## config.mk

```make
export PLATFORM = sky130hd
export DESIGN_NAME = uabir_top
export DESIGN_NICKNAME = d
export VERILOG_FILES = /design/src/uabir_pkg.sv /design/src/uabir_top.sv
export SDC_FILE = /design/constraint.sdc
export NUM_CORES = 1
export LEC_CHECK = 0
export ABC_AREA = 1
export BUFFER_PORTS_ARGS = -buffer_cell sky130_fd_sc_hd__buf_2
export CAP_MARGIN = 20
export CORE_AREA = 2 2 141 143
export CTS_CLUSTER_SIZE = 12
export DETAILED_ROUTE_END_ITERATION = 8
export DIE_AREA = 0 0 143 145
export GPL_TIMING_DRIVEN = 0
export SKIP_CTS_REPAIR_TIMING = 1
export SYNTH_ARGS = -nofsm -noshare
export SYNTH_HDL_FRONTEND = slang
export SYNTH_SLANG_ARGS = --single-unit
export TNS_END_PERCENT = 100
```

## constraint.sdc

```tcl
create_clock -name clk_i -period 6.6 [get_ports clk_i]
set_input_delay 1.32 -clock clk_i [delete_from_list [all_inputs] [get_ports clk_i]]
set_output_delay 1.32 -clock clk_i [all_outputs]
set_load 0.02 [all_outputs]
```

## src/uabir_pkg.sv

```systemverilog
// Constants, register map and carrier types for the auto-baud and infrared block
// Operation
// - Writing one to control bit 8 clears the completion flag; zero does nothing.
// - Writing one to control bit 9 clears the time-out flag; zero does nothing.
// - Setting the start bit begins measurement; clearing it early aborts it.
// - Start bit self-clears at finish; reading it shows pending or finished.
// - Mode 0 times falling edge of start bit to next falling edge.
// - Mode 1 times falling edge to next rising edge, start bit only.
// - Counter overflow is a time-out; auto-restart waits for next falling edge.
// - Time-out flag sets on overflow only when its enable is set.
// - Completion flag sets after divisor load only when its enable is set.
// - Start resets rate counter and shift register, baud input held low.
// - First falling edge after start marks start bit; counting begins there.
// - Sixteen clock-rate pulses feed the shift register baud input during start bit.
// - Stop edge loads count into divisor, then normal baud resumes.
// - Usable baud range bounded by counter width and character length.
// - Infrared control bit 0 selects standard or infrared encoding.
// - Infrared control bit 1 inverts serial input only, never the output.
// - Fixed width off gives transmit pulse of three sixteenths of bit.
// - Fixed width on: bits 5:3 pick power-of-two clock count pulse width.
// - Control bits 0 start, 1 mode, 2 auto-restart, all reset to zero.
// - Add value zero passes the clock undivided; multiplier must be at least 1.
package uabir_pkg;

    // Register byte addresses
    localparam logic [31:0] ADR_AUTOBAUD   = 32'h4000_8020;
    localparam logic [31:0] ADR_INFRARED   = 32'h4000_8024;
    localparam logic [31:0] ADR_FRACDIV    = 32'h4000_8028;
    localparam logic [31:0] ADR_DIVISOR    = 32'h4000_8040;
    localparam logic [31:0] ADR_IRQ_ENABLE = 32'h4000_8044;
    localparam logic [31:0] ADR_IRQ_FLAGS  = 32'h4000_8048;

    // Field positions
    localparam int AB_START_BIT   = 0;
    localparam int AB_MODE_BIT    = 1;
    localparam int AB_RESTART_BIT = 2;
    localparam int AB_END_CLR_BIT = 8;
    localparam int AB_TO_CLR_BIT  = 9;
    localparam int IR_EN_BIT      = 0;
    localparam int IR_INV_BIT     = 1;
    localparam int IR_FIX_BIT     = 2;
    localparam int IR_DIV_LSB     = 3;
    localparam int FD_MUL_LSB     = 4;
    localparam int IRQ_END_BIT    = 8;
    localparam int IRQ_TO_BIT     = 9;

    // Reset values and timing
    localparam logic [3:0]  FD_MUL_RESET  = 4'h1;
    localparam logic [15:0] DIV_RESET     = 16'h0001;
    localparam logic [3:0]  OVERSAMPLE_M1 = 4'hF;
    localparam logic [4:0]  BURST_PULSES  = 5'h10;
    localparam logic [4:0]  IR_RX_TICKS   = 5'h10;
    localparam logic [8:0]  IR_STD_TICKS  = 9'h003;
    localparam logic [8:0]  IR_FIX_BASE   = 9'h002;

    typedef struct packed {
        logic restart;
        logic mode;
        logic start;
    } uabir_ctrl_s;

    typedef struct packed {
        logic [2:0] div;
        logic       fix;
        logic       inv;
        logic       en;
    } uabir_ir_s;

    typedef struct packed {
        logic [3:0] mul;
        logic [3:0] add;
    } uabir_fd_s;

    typedef enum logic [1:0] {
        UABIR_IDLE,
        UABIR_WAIT_FALL,
        UABIR_MEASURE
    } uabir_state_e;

endpackage

```

## src/uabir_top.sv

```systemverilog
// Auto-baud measurement, baud tick generation and infrared shaping with Wishbone slave
`timescale 1ns/1ps
module uabir_top (
    // Clock and reset
    input  wire logic        clk_i,
    input  wire logic        rst_i,
    // Wishbone classic slave
    input  wire logic        cyc_i,
    input  wire logic        stb_i,
    input  wire logic        we_i,
    input  wire logic [31:0] adr_i,
    input  wire logic [3:0]  sel_i,
    input  wire logic [31:0] dat_i,
    output logic      [31:0] dat_o,
    output logic             ack_o,
    // Serial pins
    input  wire logic        rx_pin_i,
    output logic             tx_pin_o,
    // Rest of the USART
    input  wire logic        tx_serial_i,
    input  wire logic        tx_bit_start_i,
    output logic             rx_serial_o,
    output logic             rsr_baud_o,
    output logic             rsr_reset_o,
    output logic [15:0]      divisor_o,
    output logic             end_measure_irq_flag_o,
    output logic             timeout_irq_flag_o
);
    import uabir_pkg::*;

    uabir_ctrl_s  ctrl_ff;
    uabir_ir_s    ir_ff;
    uabir_fd_s    fd_ff;
    uabir_state_e state_ff;
    logic [15:0]  divisor_ff;
    logic         end_en_ff;
    logic         to_en_ff;
    logic         end_flag_ff;
    logic         to_flag_ff;
    logic         ack_ff;
    logic [31:0]  dat_ff;
    logic         rx_meta_ff;
    logic         rx_sync_ff;
    logic         rx_prev_ff;
    logic [4:0]   irx_cnt_ff;
    logic [3:0]   acc_ff;
    logic [15:0]  div_cnt_ff;
    logic [3:0]   rate_pre_ff;
    logic [15:0]  rate_cnt_ff;
    logic [4:0]   burst_ff;
    logic         rsr_reset_ff;
    logic [8:0]   pulse_cnt_ff;
    logic         tx_pin_ff;

    logic         wr_en;
    logic         rd_en;
    logic         rx_in;
    logic         rx_ser;
    logic         rx_fall;
    logic         rx_rise;
    logic [4:0]   acc_sum;
    logic         acc_wrap;
    logic         pre_tick;
    logic         baud16;
    logic         rate_tick;
    logic         overflow;
    logic         stop_edge;
    logic         done_ok;
    logic         done_to;
    logic         ab_busy;
    logic [15:0]  measured;
    logic [8:0]   fix_width;

    // Bus strobes: write commits on the edge where ack is seen by the master
    assign wr_en = cyc_i && stb_i && we_i && ack_ff;
    assign rd_en = cyc_i && stb_i && !we_i && !ack_ff;

    // Ack one cycle after the request, dropped the cycle after
    always_ff @(posedge clk_i)
    begin
        if (rst_i)
            ack_ff <= 1'b0;
        else
            ack_ff <= cyc_i && stb_i && !ack_ff;
    end

    // Read mux; unmapped addresses answer with zero
    always_ff @(posedge clk_i)
    begin
        if (rst_i)
            dat_ff <= 32'h0000_0000;
        else if (rd_en)
        begin
            dat_ff <= 32'h0000_0000;
            case (adr_i)
                ADR_AUTOBAUD:   dat_ff[2:0] <= ctrl_ff;
                ADR_INFRARED:   dat_ff[5:0] <= ir_ff;
                ADR_FRACDIV:    dat_ff[7:0] <= fd_ff;
                ADR_DIVISOR:    dat_ff[15:0] <= divisor_ff;
                ADR_IRQ_ENABLE:
                begin
                    dat_ff[IRQ_END_BIT] <= end_en_ff;
                    dat_ff[IRQ_TO_BIT]  <= to_en_ff;
                end
                ADR_IRQ_FLAGS:
                begin
                    dat_ff[IRQ_END_BIT] <= end_flag_ff;
                    dat_ff[IRQ_TO_BIT]  <= to_flag_ff;
                end
                default:        dat_ff <= 32'h0000_0000;
            endcase
        end
    end

    // Configuration registers; infrared and fractional on byte lane 0, interrupt enables on lane 1
    always_ff @(posedge clk_i)
    begin
        if (rst_i)
        begin
            ir_ff     <= '0;
            fd_ff     <= '{mul: FD_MUL_RESET, add: 4'h0};
            end_en_ff <= 1'b0;
            to_en_ff  <= 1'b0;
        end
        else if (wr_en)
        begin
            if (adr_i == ADR_INFRARED && sel_i[0])
                ir_ff <= dat_i[5:0];
            if (adr_i == ADR_FRACDIV && sel_i[0])
                fd_ff <= dat_i[7:0];
            if (adr_i == ADR_IRQ_ENABLE && sel_i[1])
            begin
                end_en_ff <= dat_i[IRQ_END_BIT];
                to_en_ff  <= dat_i[IRQ_TO_BIT];
            end
        end
    end

    // Control bits; hardware clear of start outranks nothing software does at once
    always_ff @(posedge clk_i)
    begin
        if (rst_i)
            ctrl_ff <= '0;
        else if (wr_en && adr_i == ADR_AUTOBAUD && sel_i[0])
        begin
            ctrl_ff.start   <= dat_i[AB_START_BIT];
            ctrl_ff.mode    <= dat_i[AB_MODE_BIT];
            ctrl_ff.restart <= dat_i[AB_RESTART_BIT];
        end
        else if (done_ok || (done_to && !ctrl_ff.restart))
            ctrl_ff.start <= 1'b0;
    end

    // Divisor latch: software write or measured load at the stop edge
    always_ff @(posedge clk_i)
    begin
        if (rst_i)
            divisor_ff <= DIV_RESET;
        else if (done_ok)
            divisor_ff <= measured;
        else if (wr_en && adr_i == ADR_DIVISOR)
        begin
            if (sel_i[0])
                divisor_ff[7:0] <= dat_i[7:0];
            if (sel_i[1])
                divisor_ff[15:8] <= dat_i[15:8];
        end
    end

    // Sticky flags; a new event beats a clear in the same cycle
    always_ff @(posedge clk_i)
    begin
        if (rst_i)
        begin
            end_flag_ff <= 1'b0;
            to_flag_ff  <= 1'b0;
        end
        else
        begin
            if (done_ok && end_en_ff)
                end_flag_ff <= 1'b1;
            else if (wr_en && adr_i == ADR_AUTOBAUD && sel_i[1] && dat_i[AB_END_CLR_BIT])
                end_flag_ff <= 1'b0;
            if (done_to && to_en_ff)
                to_flag_ff <= 1'b1;
            else if (wr_en && adr_i == ADR_AUTOBAUD && sel_i[1] && dat_i[AB_TO_CLR_BIT])
                to_flag_ff <= 1'b0;
        end
    end

    // Receive pin synchroniser
    always_ff @(posedge clk_i)
    begin
        if (rst_i)
        begin
            rx_meta_ff <= 1'b1;
            rx_sync_ff <= 1'b1;
        end
        else
        begin
            rx_meta_ff <= rx_pin_i;
            rx_sync_ff <= rx_meta_ff;
        end
    end

    // Input inversion applies to the receive side only
    assign rx_in  = rx_sync_ff ^ ir_ff.inv;
    // In infrared mode a pulse becomes a zero stretched to one bit time
    assign rx_ser = ir_ff.en ? !(rx_in || irx_cnt_ff != 5'h00) : rx_in;

    always_ff @(posedge clk_i)
    begin
        if (rst_i)
            irx_cnt_ff <= 5'h00;
        else if (ir_ff.en && rx_in)
            irx_cnt_ff <= IR_RX_TICKS;
        else if (baud16 && irx_cnt_ff != 5'h00)
            irx_cnt_ff <= irx_cnt_ff - 5'h01;
    end

    // Edge detection on the decoded serial line
    always_ff @(posedge clk_i)
    begin
        if (rst_i)
            rx_prev_ff <= 1'b1;
        else
            rx_prev_ff <= rx_ser;
    end

    assign rx_fall = rx_prev_ff && !rx_ser;
    assign rx_rise = !rx_prev_ff && rx_ser;

    // Fractional prescaler swallows a tick on each accumulator wrap
    assign acc_sum  = {1'b0, acc_ff} + {1'b0, fd_ff.add};
    assign acc_wrap = acc_sum >= {1'b0, fd_ff.mul};
    assign pre_tick = (fd_ff.add == 4'h0) || !acc_wrap;

    always_ff @(posedge clk_i)
    begin
        if (rst_i || fd_ff.add == 4'h0)
            acc_ff <= 4'h0;
        else if (acc_wrap)
            acc_ff <= 4'((acc_sum - {1'b0, fd_ff.mul}));
        else
            acc_ff <= acc_sum[3:0];
    end

    // Divisor counter gives the 16x baud tick; zero divisor acts as one
    assign baud16 = pre_tick && div_cnt_ff == 16'h0000;

    always_ff @(posedge clk_i)
    begin
        if (rst_i)
            div_cnt_ff <= 16'h0000;
        else if (pre_tick)
        begin
            if (div_cnt_ff == 16'h0000)
                div_cnt_ff <= (divisor_ff == 16'h0000) ? 16'h0000 : divisor_ff - 16'h0001;
            else
                div_cnt_ff <= div_cnt_ff - 16'h0001;
        end
    end

    // Measurement state machine
    assign ab_busy   = state_ff != UABIR_IDLE;
    assign rate_tick = rate_pre_ff == OVERSAMPLE_M1;
    assign overflow  = state_ff == UABIR_MEASURE && rate_tick && rate_cnt_ff == 16'hFFFF;
    assign stop_edge = ctrl_ff.mode ? rx_rise : rx_fall;
    assign done_ok   = state_ff == UABIR_MEASURE && stop_edge && !overflow && ctrl_ff.start;
    assign done_to   = overflow && ctrl_ff.start;
    // Mode 0 spans two bits, so halve the count of 16-clock units
    assign measured  = ctrl_ff.mode ? rate_cnt_ff : {1'b0, rate_cnt_ff[15:1]};

    always_ff @(posedge clk_i)
    begin
        if (rst_i)
            state_ff <= UABIR_IDLE;
        else
        begin
            case (state_ff)
                UABIR_IDLE:
                    if (ctrl_ff.start)
                        state_ff <= UABIR_WAIT_FALL;
                UABIR_WAIT_FALL:
                    if (!ctrl_ff.start)
                        state_ff <= UABIR_IDLE;
                    else if (rx_fall)
                        state_ff <= UABIR_MEASURE;
                UABIR_MEASURE:
                    if (!ctrl_ff.start || done_ok)
                        state_ff <= UABIR_IDLE;
                    else if (done_to)
                        state_ff <= ctrl_ff.restart ? UABIR_WAIT_FALL : UABIR_IDLE;
                default:
                    state_ff <= UABIR_IDLE;
            endcase
        end
    end

    // Rate counter counts clock cycles in units of sixteen from the start edge
    always_ff @(posedge clk_i)
    begin
        if (rst_i || state_ff != UABIR_MEASURE)
        begin
            rate_pre_ff <= 4'h0;
            rate_cnt_ff <= 16'h0000;
        end
        else
        begin
            rate_pre_ff <= rate_pre_ff + 4'h1;
            if (rate_tick)
                rate_cnt_ff <= rate_cnt_ff + 16'h0001;
        end
    end

    // Shift register reset pulse when a measurement is armed
    always_ff @(posedge clk_i)
    begin
        if (rst_i)
            rsr_reset_ff <= 1'b0;
        else
            rsr_reset_ff <= state_ff == UABIR_IDLE && ctrl_ff.start;
    end

    // Burst of clock-rate pulses captures the start bit
    always_ff @(posedge clk_i)
    begin
        if (rst_i || state_ff != UABIR_MEASURE)
            burst_ff <= BURST_PULSES;
        else if (burst_ff != 5'h00)
            burst_ff <= burst_ff - 5'h01;
    end

    // Baud input: held low while armed, burst while measuring, normal otherwise
    always_comb
    begin
        case (state_ff)
            UABIR_WAIT_FALL: rsr_baud_o = 1'b0;
            UABIR_MEASURE:   rsr_baud_o = burst_ff != 5'h00;
            default:         rsr_baud_o = baud16;
        endcase
    end

    // Fixed pulse width doubles per code step from two clocks
    assign fix_width = IR_FIX_BASE << ir_ff.div;

    // Transmit pulse counter; standard width counts 16x ticks, fixed counts clocks
    always_ff @(posedge clk_i)
    begin
        if (rst_i || !ir_ff.en)
            pulse_cnt_ff <= 9'h000;
        else if (tx_bit_start_i && !tx_serial_i)
            pulse_cnt_ff <= ir_ff.fix ? fix_width : IR_STD_TICKS;
        else if (pulse_cnt_ff != 9'h000 && (ir_ff.fix || baud16))
            pulse_cnt_ff <= pulse_cnt_ff - 9'h001;
    end

    // Transmit pin is never inverted; registered to keep it glitch free
    always_ff @(posedge clk_i)
    begin
        if (rst_i)
            tx_pin_ff <= 1'b1;
        else if (ir_ff.en)
            tx_pin_ff <= (tx_bit_start_i && !tx_serial_i) || pulse_cnt_ff > 9'h001;
        else
            tx_pin_ff <= tx_serial_i;
    end

    // Outputs
    assign dat_o                  = dat_ff;
    assign ack_o                  = ack_ff;
    assign tx_pin_o               = tx_pin_ff;
    assign rx_serial_o            = rx_ser;
    assign rsr_reset_o            = rsr_reset_ff;
    assign divisor_o              = divisor_ff;
    assign end_measure_irq_flag_o = end_flag_ff;
    assign timeout_irq_flag_o     = to_flag_ff;

    // Checks beside the logic they guard
    a_end_flag_clear: assert property (@(posedge clk_i) disable iff (rst_i)
        wr_en && adr_i == ADR_AUTOBAUD && sel_i[1] && dat_i[AB_END_CLR_BIT] && !done_ok
        |=> !end_flag_ff)
        else $error("completion flag not cleared");
    a_to_flag_clear: assert property (@(posedge clk_i) disable iff (rst_i)
        wr_en && adr_i == ADR_AUTOBAUD && sel_i[1] && dat_i[AB_TO_CLR_BIT] && !done_to
        |=> !to_flag_ff)
        else $error("time-out flag not cleared");
    a_abort_idle: assert property (@(posedge clk_i) disable iff (rst_i)
        ab_busy && !ctrl_ff.start |=> state_ff == UABIR_IDLE)
        else $error("abort did not stop measurement");
    a_start_self_clr: assert property (@(posedge clk_i) disable iff (rst_i)
        done_ok && !wr_en |=> !ctrl_ff.start)
        else $error("start bit did not clear on completion");
    a_load_divisor: assert property (@(posedge clk_i) disable iff (rst_i)
        done_ok |=> divisor_ff == $past(measured))
        else $error("divisor not loaded at stop edge");
    a_end_flag_set: assert property (@(posedge clk_i) disable iff (rst_i)
        done_ok && end_en_ff |=> end_flag_ff)
        else $error("completion flag not set");
    a_to_flag_set: assert property (@(posedge clk_i) disable iff (rst_i)
        $rose(to_flag_ff) |-> $past(done_to) && $past(to_en_ff))
        else $error("time-out flag set without cause");
    a_restart_wait: assert property (@(posedge clk_i) disable iff (rst_i)
        done_to && ctrl_ff.restart && !wr_en |=> state_ff == UABIR_WAIT_FALL)
        else $error("no restart after time-out");
    a_burst_count: assert property (@(posedge clk_i) disable iff (rst_i)
        state_ff == UABIR_WAIT_FALL ##1 state_ff == UABIR_MEASURE
        |-> rsr_baud_o [*8] ##1 rsr_baud_o [*8] ##1 (!rsr_baud_o || state_ff != UABIR_MEASURE))
        else $error("start bit burst is not sixteen pulses");
    a_rx_invert: assert property (@(posedge clk_i) disable iff (rst_i)
        !ir_ff.en |-> rx_serial_o == ($past(rx_pin_i, 2) ^ ir_ff.inv))
        else $error("receive inversion wrong");
    a_tx_plain: assert property (@(posedge clk_i) disable iff (rst_i)
        !ir_ff.en ##1 !ir_ff.en |-> tx_pin_o == $past(tx_serial_i))
        else $error("standard mode transmit altered");
    a_fix_width: assert property (@(posedge clk_i) disable iff (rst_i)
        ir_ff.en && ir_ff.fix && ir_ff.div == 3'h0 && tx_bit_start_i && !tx_serial_i
        ##1 !tx_bit_start_i [*2] |-> ##1 !tx_pin_o)
        else $error("fixed pulse too long");

    c_measure_ok: cover property (@(posedge clk_i) disable iff (rst_i) done_ok && end_en_ff);
    c_timeout: cover property (@(posedge clk_i) disable iff (rst_i) done_to);
    c_mode1_done: cover property (@(posedge clk_i) disable iff (rst_i) done_ok && ctrl_ff.mode);
    c_ir_pulse: cover property (@(posedge clk_i) disable iff (rst_i) ir_ff.en && $rose(tx_pin_o));

endmodule

```

==> metrics.md <==
| Metric | Value |
|---|---|
| Status | `complete, no violations` |
| Drt total wl | `22220 µm` |
| R2R Path Start | `fd_ff[0]` |
| Clock-pin transition on the worst setup and hold timing paths | `60 ps` |
| Die Width | `143 µm` |
| Wire per inst | `14.83 µm` |
| CTS H-tree lvls | `4` |
| Vias in the first global route | `7045` |
| Rows | `51` |
| Relative slew slack | `0.5460` |
| Yosys cell types | `53` |
| DR iter-0 viols | `472` |
| Yosys top cell by area | `dfxtp_1` |
| Sequential share of the synthesized area | `0.3188` |
| Period minus WS final | `4467 ps` |
| Worst hold slack | `415.9 ps` |
| Largest net degree at the start of global routing | `17` |
| Leak | `0.003951 µW` |
| Antenna Cells | `0` |
| Yosys reg bits | `120` |
| Nets | `1322` |
| Avg Cell Area, Syn | `6.907 µm²` |
| IO buf count | `96` |
| Final setup fails | `0` |
| Die ar. | `20740 µm²` |
| Drt drc | `0` |
| Cell count after synthesis | `1091` |
| Post-DRT Antenna Nets | `0` |
| Routability cong. | `0.9108` |
| Pre-antenna DRT Iters | `6` |
| Max IR drop VDD | `0.0001655 V` |
| Global Route Usage Sum | `0.2224` |
| HP Start | `rx_meta_ff` |
| TNS Setup | `0 ps` |
| Mapped cell area | `7536 µm²` |
| Core Footprint | `19210 µm²` |
| Commonest non-fill, non-tap cell in the layout | `nand2_1` |
| Max_cap viols | `0` |
| Die H | `145 µm` |
| Post-DR vias/cell | `4.885` |
| Synth area leaders | `dfxtp_1 (32%), nand2_1 (9.5%), nor2_1 (6.7%), inv_1 (6.4%), o21ai_0 (4.9%)` |
| Synth Flop Type | `dfxtp_1` |
| Max FO, Critical Path | `8` |
| Clk_lat worst skew | `420 ps` |
| RSZ-0062 raised after global routing | `no` |
| Max Slew Vio Count | `0` |
| Initial antenna violation count | `0` |
| Number of flops mapped to enable cells by yosys | `0` |
| Total I/O pin count | `131` |
| Worst Tran Pin Value | `681.0 ps` |
| Via count | `7323` |
| R2R cell count | `16` |
| First-pass GRT wire length | `36270 µm` |
| Crit path launch | `fd_ff[0]` |
| Layout cells sized above 1 | `0.1985` |
| CTS root buffer | `clkbuf_16` |
| Area Overhead vs Synth | `19.41%` |
| Startpoint Class | `flop` |
| Fmax | `223.9 MHz` |
| Highest-count cells in the layout ignoring fill and taps | `nand2_1 (191), nor2_1 (134), inv_1 (128)` |
| Crit path arrival time | `3150 ps` |
| CTS tree | `yes` |
| Nature of the critical path endpoint | `output port` |
| Fin. Hold Viols | `0` |
| Cts bufs inserted | `17` |
| HP Class | `flop to flop` |
| CTS max path bufs | `2` |
| Ys async rst share | `0` |
| Clock skew | `12.45 ps` |
| Post-synth top area share | `0.3188` |
| Critical Path RT | `5280 ps` |
| Critical path type | `flop to output port` |
| Number of clock sinks | `120` |
| Final worst-path cycle share | `0.6768` |
| Initial Util | `0.3924` |
| Grt ovf | `0` |
| Hold Path Stages | `1` |
| Synth Warn # | `0` |
| Post-DP HPWL | `17410 µm` |
| PD cells | `259.9 nW/µm²` |
==> flip-flops by register name (all words and copies together) (netlist names), 2 cells and up <==
signal and count:
div_cnt_ff 16, fd_ff 8, divisor_o 16, rate_pre_ff 4, ir_ff 6, irx_cnt_ff 5
burst_ff 5, acc_ff 4, dat_o 16, rate_cnt_ff 16, ctrl_ff 3, pulse_cnt_ff 9
state_ff 2
==> worst max-delay path, cell delays in order (launching register included) <==
cell	delay (ps)
dfxtp_1	370
ha_1	250
fa_1	400
xor2_1	240
ha_1	320
a21oi_1	160
nand2_1	100
o21ai_2	160
nand2_4	100
nand2_4	100
nand2_2	120
o21ai_0	200
buf_2	190
==> through the flow <==
step / cell area, µm² / std cells / setup WS (ps) / utilization / total power [µW]
6_report: 8999 / 1499 / 2133 / 0.4685 / 2339
3_5_place_dp: 8404 / 1467 / 2548 / 0.4376 / 1409
4_1_cts: 8999 / 1499 / 2079 / 0.4685 / 2343
2_1_floorplan: 7592 / 1106 / 2739 / - / 1280
3_3_place_gp: 8404 / 1467 / 2548 / 0.4376 / 1405
5_1_grt: 8999 / 1499 / 1843 / 0.4685 / 2460
==> report_power, final <==
part | total [µW] | internal (µW) | leakage (µW) | switching, µW
clock | 938 | 586 | 0.000286 | 351
sequential | 817 | 768 | 0.000970 | 49.6
combinational | 584 | 229 | 0.00270 | 355
==> synth_stat cells, types with 9 or more instances <==
cell and n:
nand2_1 191, nor2_1 134, inv_1 128, dfxtp_1 120
o21ai_0 74, nand3_1 69, a21oi_1 54, nand4_1 32
xor2_1 27, ha_1 23, buf_4 21, nor3_1 19
inv_2 16, nand2_2 16, nor2_2 16, o21ai_1 16
clkbuf_1 13, nor3_2 12, xnor2_1 12, a31oi_1 10
a211oi_1 9
==> cell type report <==
cell class | instances | area, µm²
Inverter | 147 | 556.8
Buffer | 44 | 285.3
Fill cell | 2006 | 10210
Clock buffer | 22 | 474.2
Timing Repair Buffer | 96 | 480.5
Multi-Input combinational cell | 795 | 4348
Clock inverter | 10 | 120.1
Tap cell | 265 | 331.6
Sequential cell | 120 | 2402
==> final timing paths <==
kind	endpoint	slack [ps]
max reg2reg	pulse_cnt_ff[7]	3630
min reg2reg	rx_sync_ff	420
min	rx_sync_ff	420
max	rsr_baud_o	2130
==> per-layer routing <==
layer / global-route usage / wire (µm) / vias up
li1: - / - / 3823
met1: 0.2870 / 10090 / 3313
met2: 0.3703 / 10540 / 150
met3: 0.04917 / 1025 / 37
met4: 0.06436 / 572 / 0
met5: 0 / 0 / -
==> logic make-up after synthesis <==
| kind of cell | Yosys count | share of synthesized area |
|---|---|---|
| buffers and inverters | 191 | 0.1117 |
| other | 1 | 0.0004976 |
| AND/OR/NAND/NOR | 521 | 0.3327 |
| AO/OA/AOI/OAI | 194 | 0.1474 |
| XOR/XNOR | 39 | 0.04533 |
| adder cells (fa/ha/maj) | 25 | 0.04350 |
| flip-flops | 120 | 0.3188 |
Note: power is estimated with default switching activity, not from simulation.
